$ cat src/shared/ompcs_pkg.sv
/*
 package of the clock selection and oscillator monitor block: strap codes,
 pll settings, monitor counter sizing and carrier structs.
 assumes one 20 MHz free-running reference clock and active-low reset.
*/
package ompcs_pkg;
    localparam int REF_CLK_HZ = 20000000;
    localparam logic [2:0] STRAP_PLL_X4 = 3'h7;
    localparam logic [2:0] STRAP_PLL_X3 = 3'h6;
    localparam logic [2:0] STRAP_PLL_X8 = 3'h5;
    localparam logic [2:0] STRAP_PLL_X5 = 3'h4;
    localparam logic [2:0] STRAP_DIRECT = 3'h3;
    localparam logic [2:0] STRAP_PLL_X10 = 3'h2;
    localparam logic [2:0] STRAP_PRESCALE = 3'h1;
    localparam logic [2:0] STRAP_PLL_X16 = 3'h0;
    localparam logic [2:0] STRAP_RESET = STRAP_PLL_X4;
    localparam int MON_DISABLE_BIT = 4;
    localparam logic [4:0] MON_OVERFLOW = 5'h10;
    localparam logic [4:0] MON_CNT_RESET = 5'h00;
    localparam logic [2:0] IN_DIV_4 = 3'h4;
    localparam logic [2:0] IN_DIV_2 = 3'h2;
    localparam logic [2:0] IN_DIV_1 = 3'h1;
    localparam logic [6:0] VCO_MUL_64 = 7'h40;
    localparam logic [6:0] VCO_MUL_48 = 7'h30;
    localparam logic [6:0] VCO_MUL_40 = 7'h28;
    localparam logic [2:0] OUT_DIV_4 = 3'h4;
    localparam logic [2:0] OUT_DIV_2 = 3'h2;
    localparam logic [4:0] FACT_4 = 5'h04;
    localparam logic [4:0] FACT_3 = 5'h03;
    localparam logic [4:0] FACT_8 = 5'h08;
    localparam logic [4:0] FACT_5 = 5'h05;
    localparam logic [4:0] FACT_10 = 5'h0A;
    localparam logic [4:0] FACT_16 = 5'h10;
    localparam logic [4:0] FACT_1 = 5'h01;

    typedef enum logic [1:0] {
        OMPCS_SRC_PLL = 2'b00,
        OMPCS_SRC_DIRECT = 2'b01,
        OMPCS_SRC_PRESCALE = 2'b10,
        OMPCS_SRC_BACKUP = 2'b11
    } ompcs_src_t;

    typedef struct packed {
        logic [2:0] in_div;
        logic [6:0] vco_mul;
        logic [2:0] out_div;
        logic [4:0] factor;
    } ompcs_pll_cfg_t;

    typedef struct packed {
        ompcs_src_t src;
        logic pll_on;
        logic pll_free_run;
        logic osc_amp_on;
        logic prescale_on;
    } ompcs_clk_ctl_t;
endpackage

$ cat src/hw/ompcs_monitor.sv
/*
 oscillator failure counter: counts free-running pll cycles, cleared on
 each synchronised crystal edge, latches failure on overflow.
 assumes free_tick is a one-cycle enable from the same clock.
*/
module ompcs_monitor
    import ompcs_pkg::*;
(
    // clock and reset
    input wire logic clk,
    input wire logic rst_n,
    // control
    input wire logic enable,
    input wire logic free_tick,
    input wire logic xtal_pin,
    // status
    output logic failed,
    output logic fail_pulse
);
    logic sync1_q;
    logic sync2_q;
    logic sync3_q;
    logic [4:0] cnt_q;
    logic [4:0] cnt_d;
    logic failed_q;
    wire ext_edge = sync2_q ^ sync3_q;
    // a crystal edge in the same cycle clears, so it also blocks overflow
    wire overflow = enable && free_tick && !failed_q && !ext_edge
        && (cnt_q == MON_OVERFLOW - 5'h01);

    always_comb begin
        cnt_d = cnt_q;
        if (!enable || ext_edge) begin
            cnt_d = MON_CNT_RESET;
        end else if (free_tick && !failed_q) begin
            cnt_d = cnt_q + 5'h01;
        end
    end

    // crystal edges synchronised before use
    always_ff @(posedge clk or negedge rst_n) begin
        if (!rst_n) begin
            sync1_q <= 1'b0;
            sync2_q <= 1'b0;
            sync3_q <= 1'b0;
            cnt_q <= MON_CNT_RESET;
            failed_q <= 1'b0;
        end else begin
            sync1_q <= xtal_pin;
            sync2_q <= sync1_q;
            sync3_q <= sync2_q;
            cnt_q <= cnt_d;
            if (overflow) begin
                failed_q <= 1'b1;
            end
        end
    end

    assign failed = failed_q;
    assign fail_pulse = overflow;
endmodule

$ cat src/hw/ompcs_top.sv
/*
 clock selection and oscillator failure supervision.
 assumes straps are stable around reset release, system config register
 lives elsewhere and hands its value in, reset covers all qualifying resets.
*/
module ompcs_top
    import ompcs_pkg::*;
(
    // clock and reset
    input wire logic REF_CLK,
    input wire logic RST_N,
    // straps and configuration
    input wire logic [2:0] CLOCK_MODE_STRAPS,
    input wire logic [15:0] SYSTEM_CONFIG_REGISTER,
    // crystal input and free-running pll tick
    input wire logic CRYSTAL_INPUT_PIN,
    input wire logic PLL_FREE_TICK,
    // pll resync events
    input wire logic XTAL_EDGE_TICK,
    // outputs
    output ompcs_pkg::ompcs_clk_ctl_t CLK_CTL,
    output ompcs_pkg::ompcs_pll_cfg_t PLL_CFG,
    output logic PLL_RESYNC,
    output logic OSC_FAIL_IRQ
);
    import ompcs_pkg::*;

    logic [2:0] strap_s1_q;
    logic [2:0] strap_s2_q;
    logic [2:0] strap_q;
    logic strap_taken_q;
    logic [1:0] strap_v_q;
    logic mon_dis_s1_q;
    logic mon_dis_q;
    logic free_s1_q;
    logic free_s2_q;
    logic free_s3_q;
    logic [4:0] edge_cnt_q;
    logic resync_q;
    logic irq_q;
    ompcs_clk_ctl_t ctl_q;
    ompcs_pll_cfg_t cfg_q;
    ompcs_pll_cfg_t cfg_d;
    ompcs_clk_ctl_t ctl_d;
    logic failed;
    logic fail_pulse;

    wire is_direct = (strap_q == STRAP_DIRECT);
    wire is_prescale = (strap_q == STRAP_PRESCALE);
    wire non_pll = is_direct || is_prescale;
    wire mon_en = non_pll && !mon_dis_q;
    wire free_tick = free_s2_q && !free_s3_q;
    wire xtal_edge = XTAL_EDGE_TICK;
    wire last_edge = (edge_cnt_q >= cfg_q.factor - 5'h01);

    // pll settings per strap code
    always_comb begin
        cfg_d = '{IN_DIV_1, 7'h00, 3'h0, FACT_1};
        unique case (strap_q)
            STRAP_PLL_X4: cfg_d = '{IN_DIV_4, VCO_MUL_64, OUT_DIV_4, FACT_4};
            STRAP_PLL_X3: cfg_d = '{IN_DIV_4, VCO_MUL_48, OUT_DIV_4, FACT_3};
            STRAP_PLL_X8: cfg_d = '{IN_DIV_4, VCO_MUL_64, OUT_DIV_2, FACT_8};
            STRAP_PLL_X5: cfg_d = '{IN_DIV_4, VCO_MUL_40, OUT_DIV_2, FACT_5};
            STRAP_PLL_X10: cfg_d = '{IN_DIV_2, VCO_MUL_40, OUT_DIV_2, FACT_10};
            STRAP_PLL_X16: cfg_d = '{IN_DIV_1, VCO_MUL_64, OUT_DIV_4, FACT_16};
            STRAP_DIRECT: cfg_d = '{IN_DIV_1, 7'h00, 3'h0, FACT_1};
            STRAP_PRESCALE: cfg_d = '{IN_DIV_1, 7'h00, 3'h0, FACT_1};
        endcase
    end

    // clock source and pll control
    always_comb begin
        ctl_d.src = OMPCS_SRC_PLL;
        ctl_d.pll_on = 1'b1;
        ctl_d.pll_free_run = 1'b0;
        ctl_d.osc_amp_on = 1'b1;
        ctl_d.prescale_on = 1'b0;
        if (non_pll) begin
            ctl_d.src = is_direct ? OMPCS_SRC_DIRECT : OMPCS_SRC_PRESCALE;
            ctl_d.prescale_on = is_prescale;
            ctl_d.osc_amp_on = !is_direct;
            ctl_d.pll_on = mon_en;
            ctl_d.pll_free_run = mon_en;
            if (failed || fail_pulse) begin
                ctl_d.src = OMPCS_SRC_BACKUP;
                ctl_d.pll_on = 1'b1;
                ctl_d.pll_free_run = 1'b1;
            end
        end
    end

    // straps caught after reset release, held until next reset
    always_ff @(posedge REF_CLK or negedge RST_N) begin
        if (!RST_N) begin
            strap_s1_q <= STRAP_RESET;
            strap_s2_q <= STRAP_RESET;
            strap_q <= STRAP_RESET;
            strap_taken_q <= 1'b0;
            strap_v_q <= 2'h0;
        end else begin
            strap_s1_q <= CLOCK_MODE_STRAPS;
            strap_s2_q <= strap_s1_q;
            // wait until the second stage holds a real pin sample
            strap_v_q <= {strap_v_q[0], 1'b1};
            if (!strap_taken_q && strap_v_q[1]) begin
                strap_q <= strap_s2_q;
                strap_taken_q <= 1'b1;
            end
        end
    end

    // config bit and free clock tick synchronisers
    always_ff @(posedge REF_CLK or negedge RST_N) begin
        if (!RST_N) begin
            mon_dis_s1_q <= 1'b0;
            mon_dis_q <= 1'b0;
            free_s1_q <= 1'b0;
            free_s2_q <= 1'b0;
            free_s3_q <= 1'b0;
        end else begin
            mon_dis_s1_q <= SYSTEM_CONFIG_REGISTER[MON_DISABLE_BIT];
            mon_dis_q <= mon_dis_s1_q;
            free_s1_q <= PLL_FREE_TICK;
            free_s2_q <= free_s1_q;
            free_s3_q <= free_s2_q;
        end
    end

    // resync strobe every f-th crystal transition in pll mode
    always_ff @(posedge REF_CLK or negedge RST_N) begin
        if (!RST_N) begin
            edge_cnt_q <= 5'h00;
            resync_q <= 1'b0;
        end else begin
            resync_q <= 1'b0;
            if (!non_pll && strap_taken_q && xtal_edge) begin
                if (last_edge) begin
                    edge_cnt_q <= 5'h00;
                    resync_q <= 1'b1;
                end else begin
                    edge_cnt_q <= edge_cnt_q + 5'h01;
                end
            end
        end
    end

    // outputs registered; irq flag sticky until reset
    always_ff @(posedge REF_CLK or negedge RST_N) begin
        if (!RST_N) begin
            ctl_q <= '{OMPCS_SRC_PLL, 1'b1, 1'b0, 1'b1, 1'b0};
            cfg_q <= '{IN_DIV_4, VCO_MUL_64, OUT_DIV_4, FACT_4};
            irq_q <= 1'b0;
        end else begin
            ctl_q <= ctl_d;
            cfg_q <= cfg_d;
            if (fail_pulse) begin
                irq_q <= 1'b1;
            end
        end
    end

    ompcs_monitor u_mon (
        .clk(REF_CLK),
        .rst_n(RST_N),
        .enable(mon_en && strap_taken_q),
        .free_tick(free_tick),
        .xtal_pin(CRYSTAL_INPUT_PIN),
        .failed(failed),
        .fail_pulse(fail_pulse)
    );

    assign CLK_CTL = ctl_q;
    assign PLL_CFG = cfg_q;
    assign PLL_RESYNC = resync_q;
    assign OSC_FAIL_IRQ = irq_q;
endmodule

$ cat config.mk
export PLATFORM = sky130hd
export DESIGN_NAME = ompcs_top
export DESIGN_NICKNAME = d
export VERILOG_FILES = /design/src/shared/ompcs_pkg.sv /design/src/hw/ompcs_monitor.sv /design/src/hw/ompcs_top.sv
export SDC_FILE = /design/constraint.sdc
export NUM_CORES = 1
export LEC_CHECK = 0
export BUFFER_PORTS_ARGS = -buffer_cell sky130_fd_sc_hd__buf_2
export CAP_MARGIN = 20
export CORE_MARGIN = 5
export CORE_UTILIZATION = 52
export DETAILED_ROUTE_END_ITERATION = 6
export PLACE_DENSITY = 0.87
export SYNTH_ARGS = -nofsm -noshare
export SYNTH_HDL_FRONTEND = slang
export SYNTH_SLANG_ARGS = --single-unit
$ cat constraint.sdc
create_clock -name REF_CLK -period 2 [get_ports REF_CLK]
set_input_delay 0.1 -clock REF_CLK [delete_from_list [all_inputs] [get_ports REF_CLK]]
set_output_delay 0.1 -clock REF_CLK [all_outputs]
set_load 0.01 [all_outputs]
# Word-level counts from Yosys, hierarchy flattened
# Memories as Yosys holds them, arrays and structs flattened. A register that Yosys moved wholly into a read port is not among the register bits.
# Index checks and enable logic that the tools add are counted.
[word_totals] reg_bits=48 rom_bits=112 input_bits=24 output_inout_bits=26 elab_cells=65 memories=1
[classes] n_addsub=3 n_lt_le_gt_ge=1 eq_ne=3 mux=8 bitwise=1 n_reduce_logical=24
[mem_list] name="(name not given)" words=8 word_bits=14 read_ports=1 rd_clocked_by_memory_dff=1 write_ports=0 line_no="ompcs_top.sv:59" source="unique case (strap_q)"
[ops] cell="$mux W5" count=3
[ops] cell="$logic_and A1 B1 Y1" count=11
[ops] cell="$add A5 B1 Y5 const B" count=2
[ops] cell="$logic_not A1 Y1" count=9
[ops] cell="$mux W6" count=1
[ops] cell="$eq A5 B4 Y1 const B" count=1
[ops] cell="$ge A5 B5 Y1" count=1
[ops] cell="$sub A5 B1 Y5 const B" count=1
[ops] cell="$mux W4" count=1
[ops] cell="$eq A3 B1 Y1 const B" count=1
[ops] cell="$eq A3 B2 Y1 const B" count=1
[ops] cell="$logic_or A1 B1 Y1" count=3
[ops] cell="$mux W1" count=2
[ops] cell="$mux W2" count=1
[ops] cell="$reduce_bool A2 Y1" count=1
[ops] cell="$xor A1 B1 Y1" count=1

# Longest topological paths before layout
# Gate-level depths: netlist (run 1).
[depth] depth_word=11 depth_mapped=8 mapped_depth_nobuf=8

# Modules after synthesis
# Synthesis (run 1) repeated with hierarchy kept, for this count alone.
[hier_totals] hier_cells=182 hier_area_um2=2204.6
[modules_own_cells] module="ompcs_top" n_inst=1 cells_per_inst=148 area_per_inst_um2=1818.0 seq_area_each_um2=1119.8
[modules_own_cells] module="ompcs_monitor" n_inst=1 cells_per_inst=34 area_per_inst_um2=386.6 seq_area_each_um2=225.2

# Least setup slack after synthesis (run 1)
# Ideal clock, no wire load.
[synth_path] path_type="register -> register" start="register, netlist name PLL_CFG[0]" end="register edge_cnt_q[2]" setup_ns=0.104 arrival_time_ns=1.766 slack_ns=0.130 path_stages_with_launch=9 path_buffers=0 path_cell_list="dfrtp_1 inv_1 ha_1 nor3b_1 xnor2_1 ha_1 a21oi_1 o21ai_1 o311ai_1"
[synth_via] elab_chain_cells=3
[synth_lines] item="$sub A5 B1 Y5" line_no="ompcs_top.sv:54" source="wire last_edge = (edge_cnt_q >= cfg_q.factor - 5'h01);"
[synth_lines] item="$ge A5 B5 Y1" line_no="ompcs_top.sv:54"
[synth_lines] item="$mux W5" line_no="ompcs_top.sv:137" source="if (last_edge) begin"
[synth_lines] item="end signal, assigned" line_no="ompcs_top.sv:141" source="edge_cnt_q <= edge_cnt_q + 5'h01;"
[synth_lines] item="end, declared" line_no="ompcs_top.sv:38" source="logic [4:0] edge_cnt_q;"
# No other way between the ends.
# A chain may end at the register's enable or synchronous reset.

# Worst setup path after layout (run 1)
[layout_path] start="register, netlist name PLL_CFG[0]" end="register edge_cnt_q[2]"
[layout_via] elab_chain_cells=3
[layout_lines] item="$sub A5 B1 Y5" line_no="ompcs_top.sv:54"
[layout_lines] item="$ge A5 B5 Y1" line_no="ompcs_top.sv:54"
[layout_lines] item="$mux W5" line_no="ompcs_top.sv:137"
# No other way between the ends.

==> results of run 1 <==
==> through the flow <==
step                      total power (uW)  std cells  setup TNS (ps)  setup WS, ps
after floorplan                       1720        169               0           130
after global placement                1900        247               0          35.3
after detailed placement              1950        247            -468          -122
after CTS                             2630        262               0          7.06
after global routing                  2940        266           -25.8         -24.1
final                                 2770        266               0          43.9
==> worst paths after layout <==
check	end	startpoint	cells after the start	slack, ps
max reg2reg	edge_cnt_q[2]$_DFFE_PN0P_	PLL_CFG[0]$_DFF_PN0_	8	40
min reg2reg	free_s2_q$_DFF_PN0_	free_s1_q$_DFF_PN0_	0	350
max in group asynchronous	PLL_CFG[2]$_DFF_PN1_	RST_N	3	1060
min	u_mon.sync3_q$_DFF_PN0_	RST_N	2	330
min in group REF_CLK	PLL_RESYNC$_DFF_PN0_	XTAL_EDGE_TICK	3	350
max	edge_cnt_q[2]$_DFFE_PN0P_	PLL_CFG[0]$_DFF_PN0_	8	40
==> sequential cells by signal, summed over array words and instances, names as in the netlist <==
name and cells:
PLL_CFG 14, CLK_CTL 6, edge_cnt_q 5, u_mon.cnt_q 5, strap_q 3, strap_s1_q 3, strap_s2_q 3, strap_v_q 2
PLL_RESYNC 1, free_s1_q 1, free_s2_q 1, free_s3_q 1, mon_dis_q 1, mon_dis_s1_q 1, strap_taken_q 1, u_mon.failed 1
u_mon.sync1_q 1, u_mon.sync2_q 1, u_mon.sync3_q 1
==> synthesized netlist by cell type (all sizes together) <==
master	count	share of area
a31oi	1	0.0031
a21oi	4	0.0098
dfstp	15	0.19
clkinv	1	0.0018
nor2	8	0.015
xor2	2	0.0085
ha	14	0.085
nand4b	1	0.0043
mux2i	1	0.0049
clkbuf	1	0.0018
a21boi	2	0.0073
o21ai	10	0.024
o21a	1	0.0037
a21o	1	0.0037
nand3b	1	0.0037
a211oi	2	0.0098
inv	13	0.024
nand4	1	0.0031
o311ai	1	0.0043
o211ai	1	0.0037
or2	1	0.0031
dfrtp	37	0.45
and3	2	0.0061
nor3b	3	0.016
o31ai	1	0.0037
nor2b	2	0.0061
nand3	3	0.0073
xnor2	5	0.021
nand2b	2	0.0061
and2	1	0.0031
buf	5	0.017
nor3	3	0.0073
conb	2	0.0037
nand2	18	0.033
==> power by group <==
group | internal, uW | switching, uW | total (uW)
clock | 316 | 304 | 619
sequential | 1210 | 110 | 1320
combinational | 384 | 443 | 827
total | 1910 | 857 | 2770
==> kinds of logic (layout without fill, tap and decap cells) <==
kind of cell,Yosys count,after routing,synth area share
flip-flops,52,52,0.644
AND/OR/NAND/NOR,46,46,0.114
AO/OA/AOI/OAI,24,24,0.0733
buffers and inverters,20,69,0.0446
adder cells (fa/ha/maj),14,14,0.0855
XOR/XNOR,7,7,0.0299
other,2,5,0.00366
multiplexers,1,1,0.00488
==> worst max-delay path: stages, from the launching register on <==
cell	delay [ps]
sky130_fd_sc_hd__dfrtp_1	390
sky130_fd_sc_hd__inv_2	70
sky130_fd_sc_hd__ha_4	160
sky130_fd_sc_hd__xnor2_1	120
sky130_fd_sc_hd__ha_1	310
sky130_fd_sc_hd__a21o_1	180
sky130_fd_sc_hd__a31oi_2	230
sky130_fd_sc_hd__o21ai_4	120
sky130_fd_sc_hd__o311ai_2	270
==> what timing repair did <==
action | 4_1_cts | 5_1_grt
gates resized for setup | 3 | 9
endpoints found under the setup margin | 6 | 6
hold buffers | 7 | 0
setup buffers | 0 | 4
pin swaps | 0 | 4
endpoints found under the hold margin | 23 | 0
==> routing by layer <==
layer  share of wire  global-route usage  vias to the layer above
met2            0.52               0.236                       25
met3           0.044              0.0372                        0
li1                -                   -                      640
met1            0.43               0.190                      636
met4               0              0.0820                        0
met5               0                   0                        -
==> layout make-up <==
class / instances / area, um^2
Clock buffer: 8 / 100
Timing Repair Buffer: 47 / 308
Multi-Input combinational cell: 97 / 714
Sequential cell: 52 / 1320
Inverter: 14 / 52.6
Fill cell: 270 / 1190
Tap cell: 48 / 60.1
==> results summary, run 1 <==
The run finished with clean final reports. The final-layout worst hold slack came out at 330 ps. The first-pass GRT wire length is 6.04 mm. The later pin in the worst-skew pair is clocked with a latency of 290 ps. The detailed-route via count came out at 1,301. The worst hold-check path type is input port to asynchronous set/reset pin. The global-route congestion overflow total is 0. Entering global routing, the biggest net connects 28 pins. After detailed routing, the average wire length per cell comes to 13.2 um. The remaining design rule violation count is 0. The number of distinct library cells after synthesis came out at 38. The DRC violation total after the first TritonRoute iteration came out at 82. The number of max-capacitance violations reported came out at 0.

The class of the most critical setup path is register to register. Measured along the x axis, the die boundary spans 72.8 um. The number of detailed-routing iterations run before antenna repair came out at 4. Leaving out fill and tap cells, the most frequent cell in the layout is sky130_fd_sc_hd__dfrtp_1. The post-CTS clock slew at the launch and capture registers of the worst setup and hold paths came out at 90 ps. The floorplan die area is 0.00530 mm^2. The initial antenna violation count came to 0. The post-layout utilization of the core is 0.682. The period utilization is 0.978. The floorplan core area is 0.00374 mm^2.

The portion of the post-synthesis area used by sequential elements is 0.644. Clock skew on the completed layout was measured at 6.12 ps. The number of vias per cell after detailed routing is 4.89.

The die span in y came out at 72.8 um. The I/O pin count is 50. Headroom to the max-slew limit came out at 0.622.

The via count of the first global-routing pass came out at 1,337. TritonCTS built the clock tree. The count of buffers added on input and output ports is 30. The number of synthesized register bits is 52.

The net count reported at finish came out at 255. The sum of routed wire length over all layers is 3.51 mm. The worst ir drop on vdd came out at 595 uV. The CTS H-tree depth is 2. The final critical-path required period came out at 1960 ps.

The number of synthesis warnings is 0. The power density relative to cell area came out at 1080 mW/mm^2. The max-slew violation count came out at 0.

The leakage power summed over all cells came out at 0.00123 uW. The final instance area is 0.00255 mm^2. The critical path data required time came out at 2200 ps. The highest clock frequency the design can meet is 0.511 GHz. The cell area after placement is 0.00229 mm^2. The library cells used most frequently in the layout, excluding fill and tap cells, are sky130_fd_sc_hd__dfrtp_1, sky130_fd_sc_hd__buf_2, sky130_fd_sc_hd__nand2_1.

The post-detailed-route count of antenna-violating nets is 0. In this run the clock root is driven by a sky130_fd_sc_hd__clkbuf_8. The post-synthesis to final-layout area growth is 24.7%. The mean post-synth cell area came out at 12.3 um^2.

The category of the worst setup path capture point is a register. The transition time at the pin with the least slew margin is 567 ps. Once detailed placement completed, the half-perimeter wirelength came to 2.44 mm. The number of hold violations in the final report came to 0. The starting utilization of the core area is 0.547. The standard-cell row count is 22. Counting along the longest clock path gives a buffer depth of 2. The worst setup path is launched from a register. 0 antenna diodes ended up in the layout.

The number of clock sinks came out at 52. Setup violations remaining at the end of the flow were counted as 0. The cell count after synthesis came out at 166. The highest fanout seen on the critical path came out at 6. The aggregate global-route resource usage came out at 0.150. The worst endpoint data arrival time is 2150 ps. The post-synthesis instance area came out at 0.00205 mm^2.

Setup repair after global routing could not meet its margin everywhere. The number of clock buffers inserted by TritonCTS came out at 5. The fraction of layout cells with a size suffix above 1 is 0.335. The global placer's final weighted congestion is 0.755.
Note: power is estimated with default switching activity, not from simulation.
==> run 2, diff against run 1 <==
SETUP_SLACK_MARGIN = 0.3   (was default)
==> run 2 against run 1 <==
  * Clock power decreased by 12%
  * Final area hardly changed
  * Global-route usage fell by 0.94 points
  * Worst setup slack better by 80 ps
  * Worst hold slack lost 17 ps
  * Sequential share of layout area about the same
  * Maximum frequency is 4.3% higher
  * Via count grew 0.69%
  * First-iteration DRC count is 45% lower
  * Core utilization is essentially flat
==> results summary, run 2 (same netlist as run 1, synthesis figures left out) <==
Result of the run: finished, final reports clean (unchanged). Setup repair after global routing missed its margin: true (unchanged). Worst path cell trace: inv_2 -> ha_4 -> xnor2_1 -> ha_1 -> a21o_1 -> a31oi_2 -> o21ai_4 -> o311ai_2 (unchanged).

The width of the chip came to 72.8 um (unchanged). The flip-flop count of the largest register after layout was 14 (unchanged). The number of clock sinks is 52 (unchanged).

The final critical-path required period came out at 1880 ps (was 1960 ps). The net count reported at finish came out at 257 (was 255). The instance count after placement with tap cells included came to 247 (unchanged). The number of vias per cell after detailed routing is 4.89 (about the same). The global-route congestion overflow total is 0 (unchanged).

The per-cell routed wire length is 12.2 um (was 13.2 um). The leakage power summed over all cells is 0.00123 uW (about the same). The maximum number of pins on one net before global-route repair came to 30 (was 28). Most frequent cells in the layout: sky130_fd_sc_hd__dfrtp_1, sky130_fd_sc_hd__buf_2, sky130_fd_sc_hd__nand2_1 (unchanged). The worst slew slack as a fraction of its limit came out at 0.641 (was 0.622). The number of buffers on the longest clock path is 2 (unchanged). The post-route clock skew came out at 9.05 ps (was 6.12 ps). The post-detailed-route count of antenna-violating nets came out at 0 (unchanged). The power density relative to cell area is 1070 mW/mm^2 (was 1080 mW/mm^2). The insertion delay to the later sink of the worst-skew pair came out at 300 ps (was 290 ps). The CTS H-tree depth is 2 (unchanged).

The I/O pin count came to 50 (unchanged). The slowest cell on the critical path is sky130_fd_sc_hd__dfrtp_1 (unchanged). The aggregate global-route resource usage came out at 0.141 (was 0.150). The highest clock frequency the design can meet came out at 0.533 GHz (was 0.511 GHz). The DRC violation total after the first TritonRoute iteration is 45 (was 82).

The cell area after placement is 0.00231 mm^2 (was 0.00229 mm^2). The number of cells on the worst reg-to-reg path came to 8 (unchanged). The highest fanout seen on the critical path is 6 (unchanged). The cell class contributing the biggest share of worst-path delay is compound AO/OA/AOI/OAI gates (unchanged).

The number of max-capacitance violations reported is 0 (unchanged). The quantity of I/O buffers inserted on ports came to 30 (unchanged). The clock tree from TritonCTS is built (unchanged). The critical register-to-register path endpoint is edge_cnt_q[2]$_DFFE_PN0P_ (unchanged). The global placer's final weighted congestion came out at 0.744 (was 0.755). The sum of negative setup slack came to 0 ps (unchanged). The first-pass GRT wire length came out at 5.80 mm (was 6.04 mm). The post-CTS clock slew at the launch and capture registers of the worst setup and hold paths came out at 80 ps (was 90 ps).

The half-perimeter wire length after detailed placement is 2.36 mm (was 2.44 mm). The element type at the critical path start was a register (unchanged). The critical path data required time came out at 2190 ps (was 2200 ps). The via count of the first global-routing pass came out at 1,327 (was 1,337). The worst hold-check path type is input port to asynchronous set/reset pin (unchanged). The commonest non-fill, non-tap cell in the layout is sky130_fd_sc_hd__dfrtp_1 (unchanged). The number of detailed-routing iterations run before antenna repair came out at 4 (unchanged). The number of hold violations in the final report came out at 0 (unchanged). The worst ir drop on vdd is 736 uV (was 595 uV). The floorplan die area is 0.00530 mm^2 (unchanged).

The class of the most critical setup path is register to register (unchanged). The count of inserted antenna diode cells is 0 (unchanged). The fraction of layout cells with a size suffix above 1 is 0.350 (was 0.335). The category of the worst setup path capture point is a register (unchanged). The post-synthesis to final-layout area growth came to 24.6% (was 24.7%). The detailed-route via count came to 1,310 (was 1,301). The worst endpoint data arrival time came out at 2060 ps (was 2150 ps). The final instance area came to 0.00255 mm^2 (about the same).

The total buffers and inverters traversed by the critical path was 1 (unchanged). The period utilization was 0.938 (was 0.978). The startpoint of the worst register-to-register path is PLL_CFG[0]$_DFF_PN0_ (unchanged). The non-filler instance count after layout came to 268 (was 266). The sum of routed wire length over all layers came out at 3.28 mm (was 3.51 mm).

The root buffer cell is sky130_fd_sc_hd__clkbuf_8 (unchanged). The largest incremental delay on the critical path came to 380 ps (was 390 ps). The remaining design rule violation count came out at 0 (unchanged). The number of cells on the critical path is 8 (unchanged). The reg2reg setup slack came out at 120 ps (was 40 ps). The standard-cell row count came out at 22 (unchanged). The floorplan core area is 0.00374 mm^2 (unchanged). The die span in y is 72.8 um (unchanged).

The starting utilization of the core area came out at 0.547 (unchanged). The transition time at the pin with the least slew margin was 539 ps (was 567 ps). The number of clock buffers inserted by TritonCTS came out at 5 (unchanged). The number of failing setup endpoints in the final timing report came out at 0 (unchanged). The initial antenna violation count was 0 (unchanged). The max-slew violation count is 0 (unchanged).
run 2: changes by cell type in the layout (fill, tap and decap cells not counted):
cell                       before  now
sky130_fd_sc_hd__buf_4          9   11
sky130_fd_sc_hd__clkbuf_8       7    5
sky130_fd_sc_hd__clkinv_2       0    2
sky130_fd_sc_hd__clkbuf_1       1    2
sky130_fd_sc_hd__clkinv_1       1    0
sky130_fd_sc_hd__inv_1         12   11
sky130_fd_sc_hd__inv_2          1    2
sky130_fd_sc_hd__nand2_1       18   17
sky130_fd_sc_hd__nand2_2        0    1
sky130_fd_sc_hd__nor3_1         2    3
sky130_fd_sc_hd__nor3_2         1    0
sky130_fd_sc_hd__o21ai_0        9    8
sky130_fd_sc_hd__o21ai_2        0    1
run 2: stage by stage:
step	hold WS (ps)	util	worst slack, ps	total power (uW)
2_1_floorplan	-196	-	210	1780
3_3_place_gp	111	0.618	114	1960
3_5_place_dp	111	0.618	51.3	2010
4_1_cts	325	0.676	63.8	2710
5_1_grt	363	0.682	15.0	2930
6_report	313	0.682	124	2740
run 2: layer usage:
metal,track usage,wire [um],vias to the layer above
met5,0,0,-
met4,0.0492,32,0
met3,0.0399,181,3
met2,0.236,1700,29
met1,0.174,1360,638
li1,-,-,640
run 2: power by group:
part           switching [uW]  leakage [uW]  internal [uW]
clock                     298     0.0000422            246
combinational             459      0.000568            421
sequential                105      0.000621           1210
total                     862       0.00123           1880
run 2: worst max path at each step:
stage	start	to	slack (ps)
2_1_floorplan	PLL_CFG[0]$_DFF_PN0_	edge_cnt_q[2]$_DFFE_PN0P_	210
3_3_place_gp	PLL_CFG[0]$_DFF_PN0_	edge_cnt_q[2]$_DFFE_PN0P_	110
3_5_place_dp	PLL_CFG[0]$_DFF_PN0_	edge_cnt_q[2]$_DFFE_PN0P_	50
4_1_cts	PLL_CFG[0]$_DFF_PN0_	edge_cnt_q[2]$_DFFE_PN0P_	60
5_1_grt	PLL_CFG[0]$_DFF_PN0_	edge_cnt_q[2]$_DFFE_PN0P_	10
6_report	PLL_CFG[0]$_DFF_PN0_	edge_cnt_q[2]$_DFFE_PN0P_	120
run 2: repair_timing:
item | 4_1_cts | 5_1_grt
buffers inserted | 5 | 1
resized for setup | 6 | 3
hold endpoints to repair | 28 | 0
cloned | 0 | 0
hold buffers | 7 | 0
pin swaps | 5 | 5
endpoints found under the setup margin | 6 | 6
run 2: layout make-up:
| class | instances | area (um^2) |
|---|---|---|
| clock buffer | 7 | 76.3 |
| inverter | 14 | 53.8 |
| fill | 293 | 1190 |
| multi-input combinational | 97 | 716 |
| clock inverter | 1 | 5.00 |
| timing repair buffer | 49 | 323 |
| tap | 48 | 60.1 |
| sequential | 52 | 1320 |
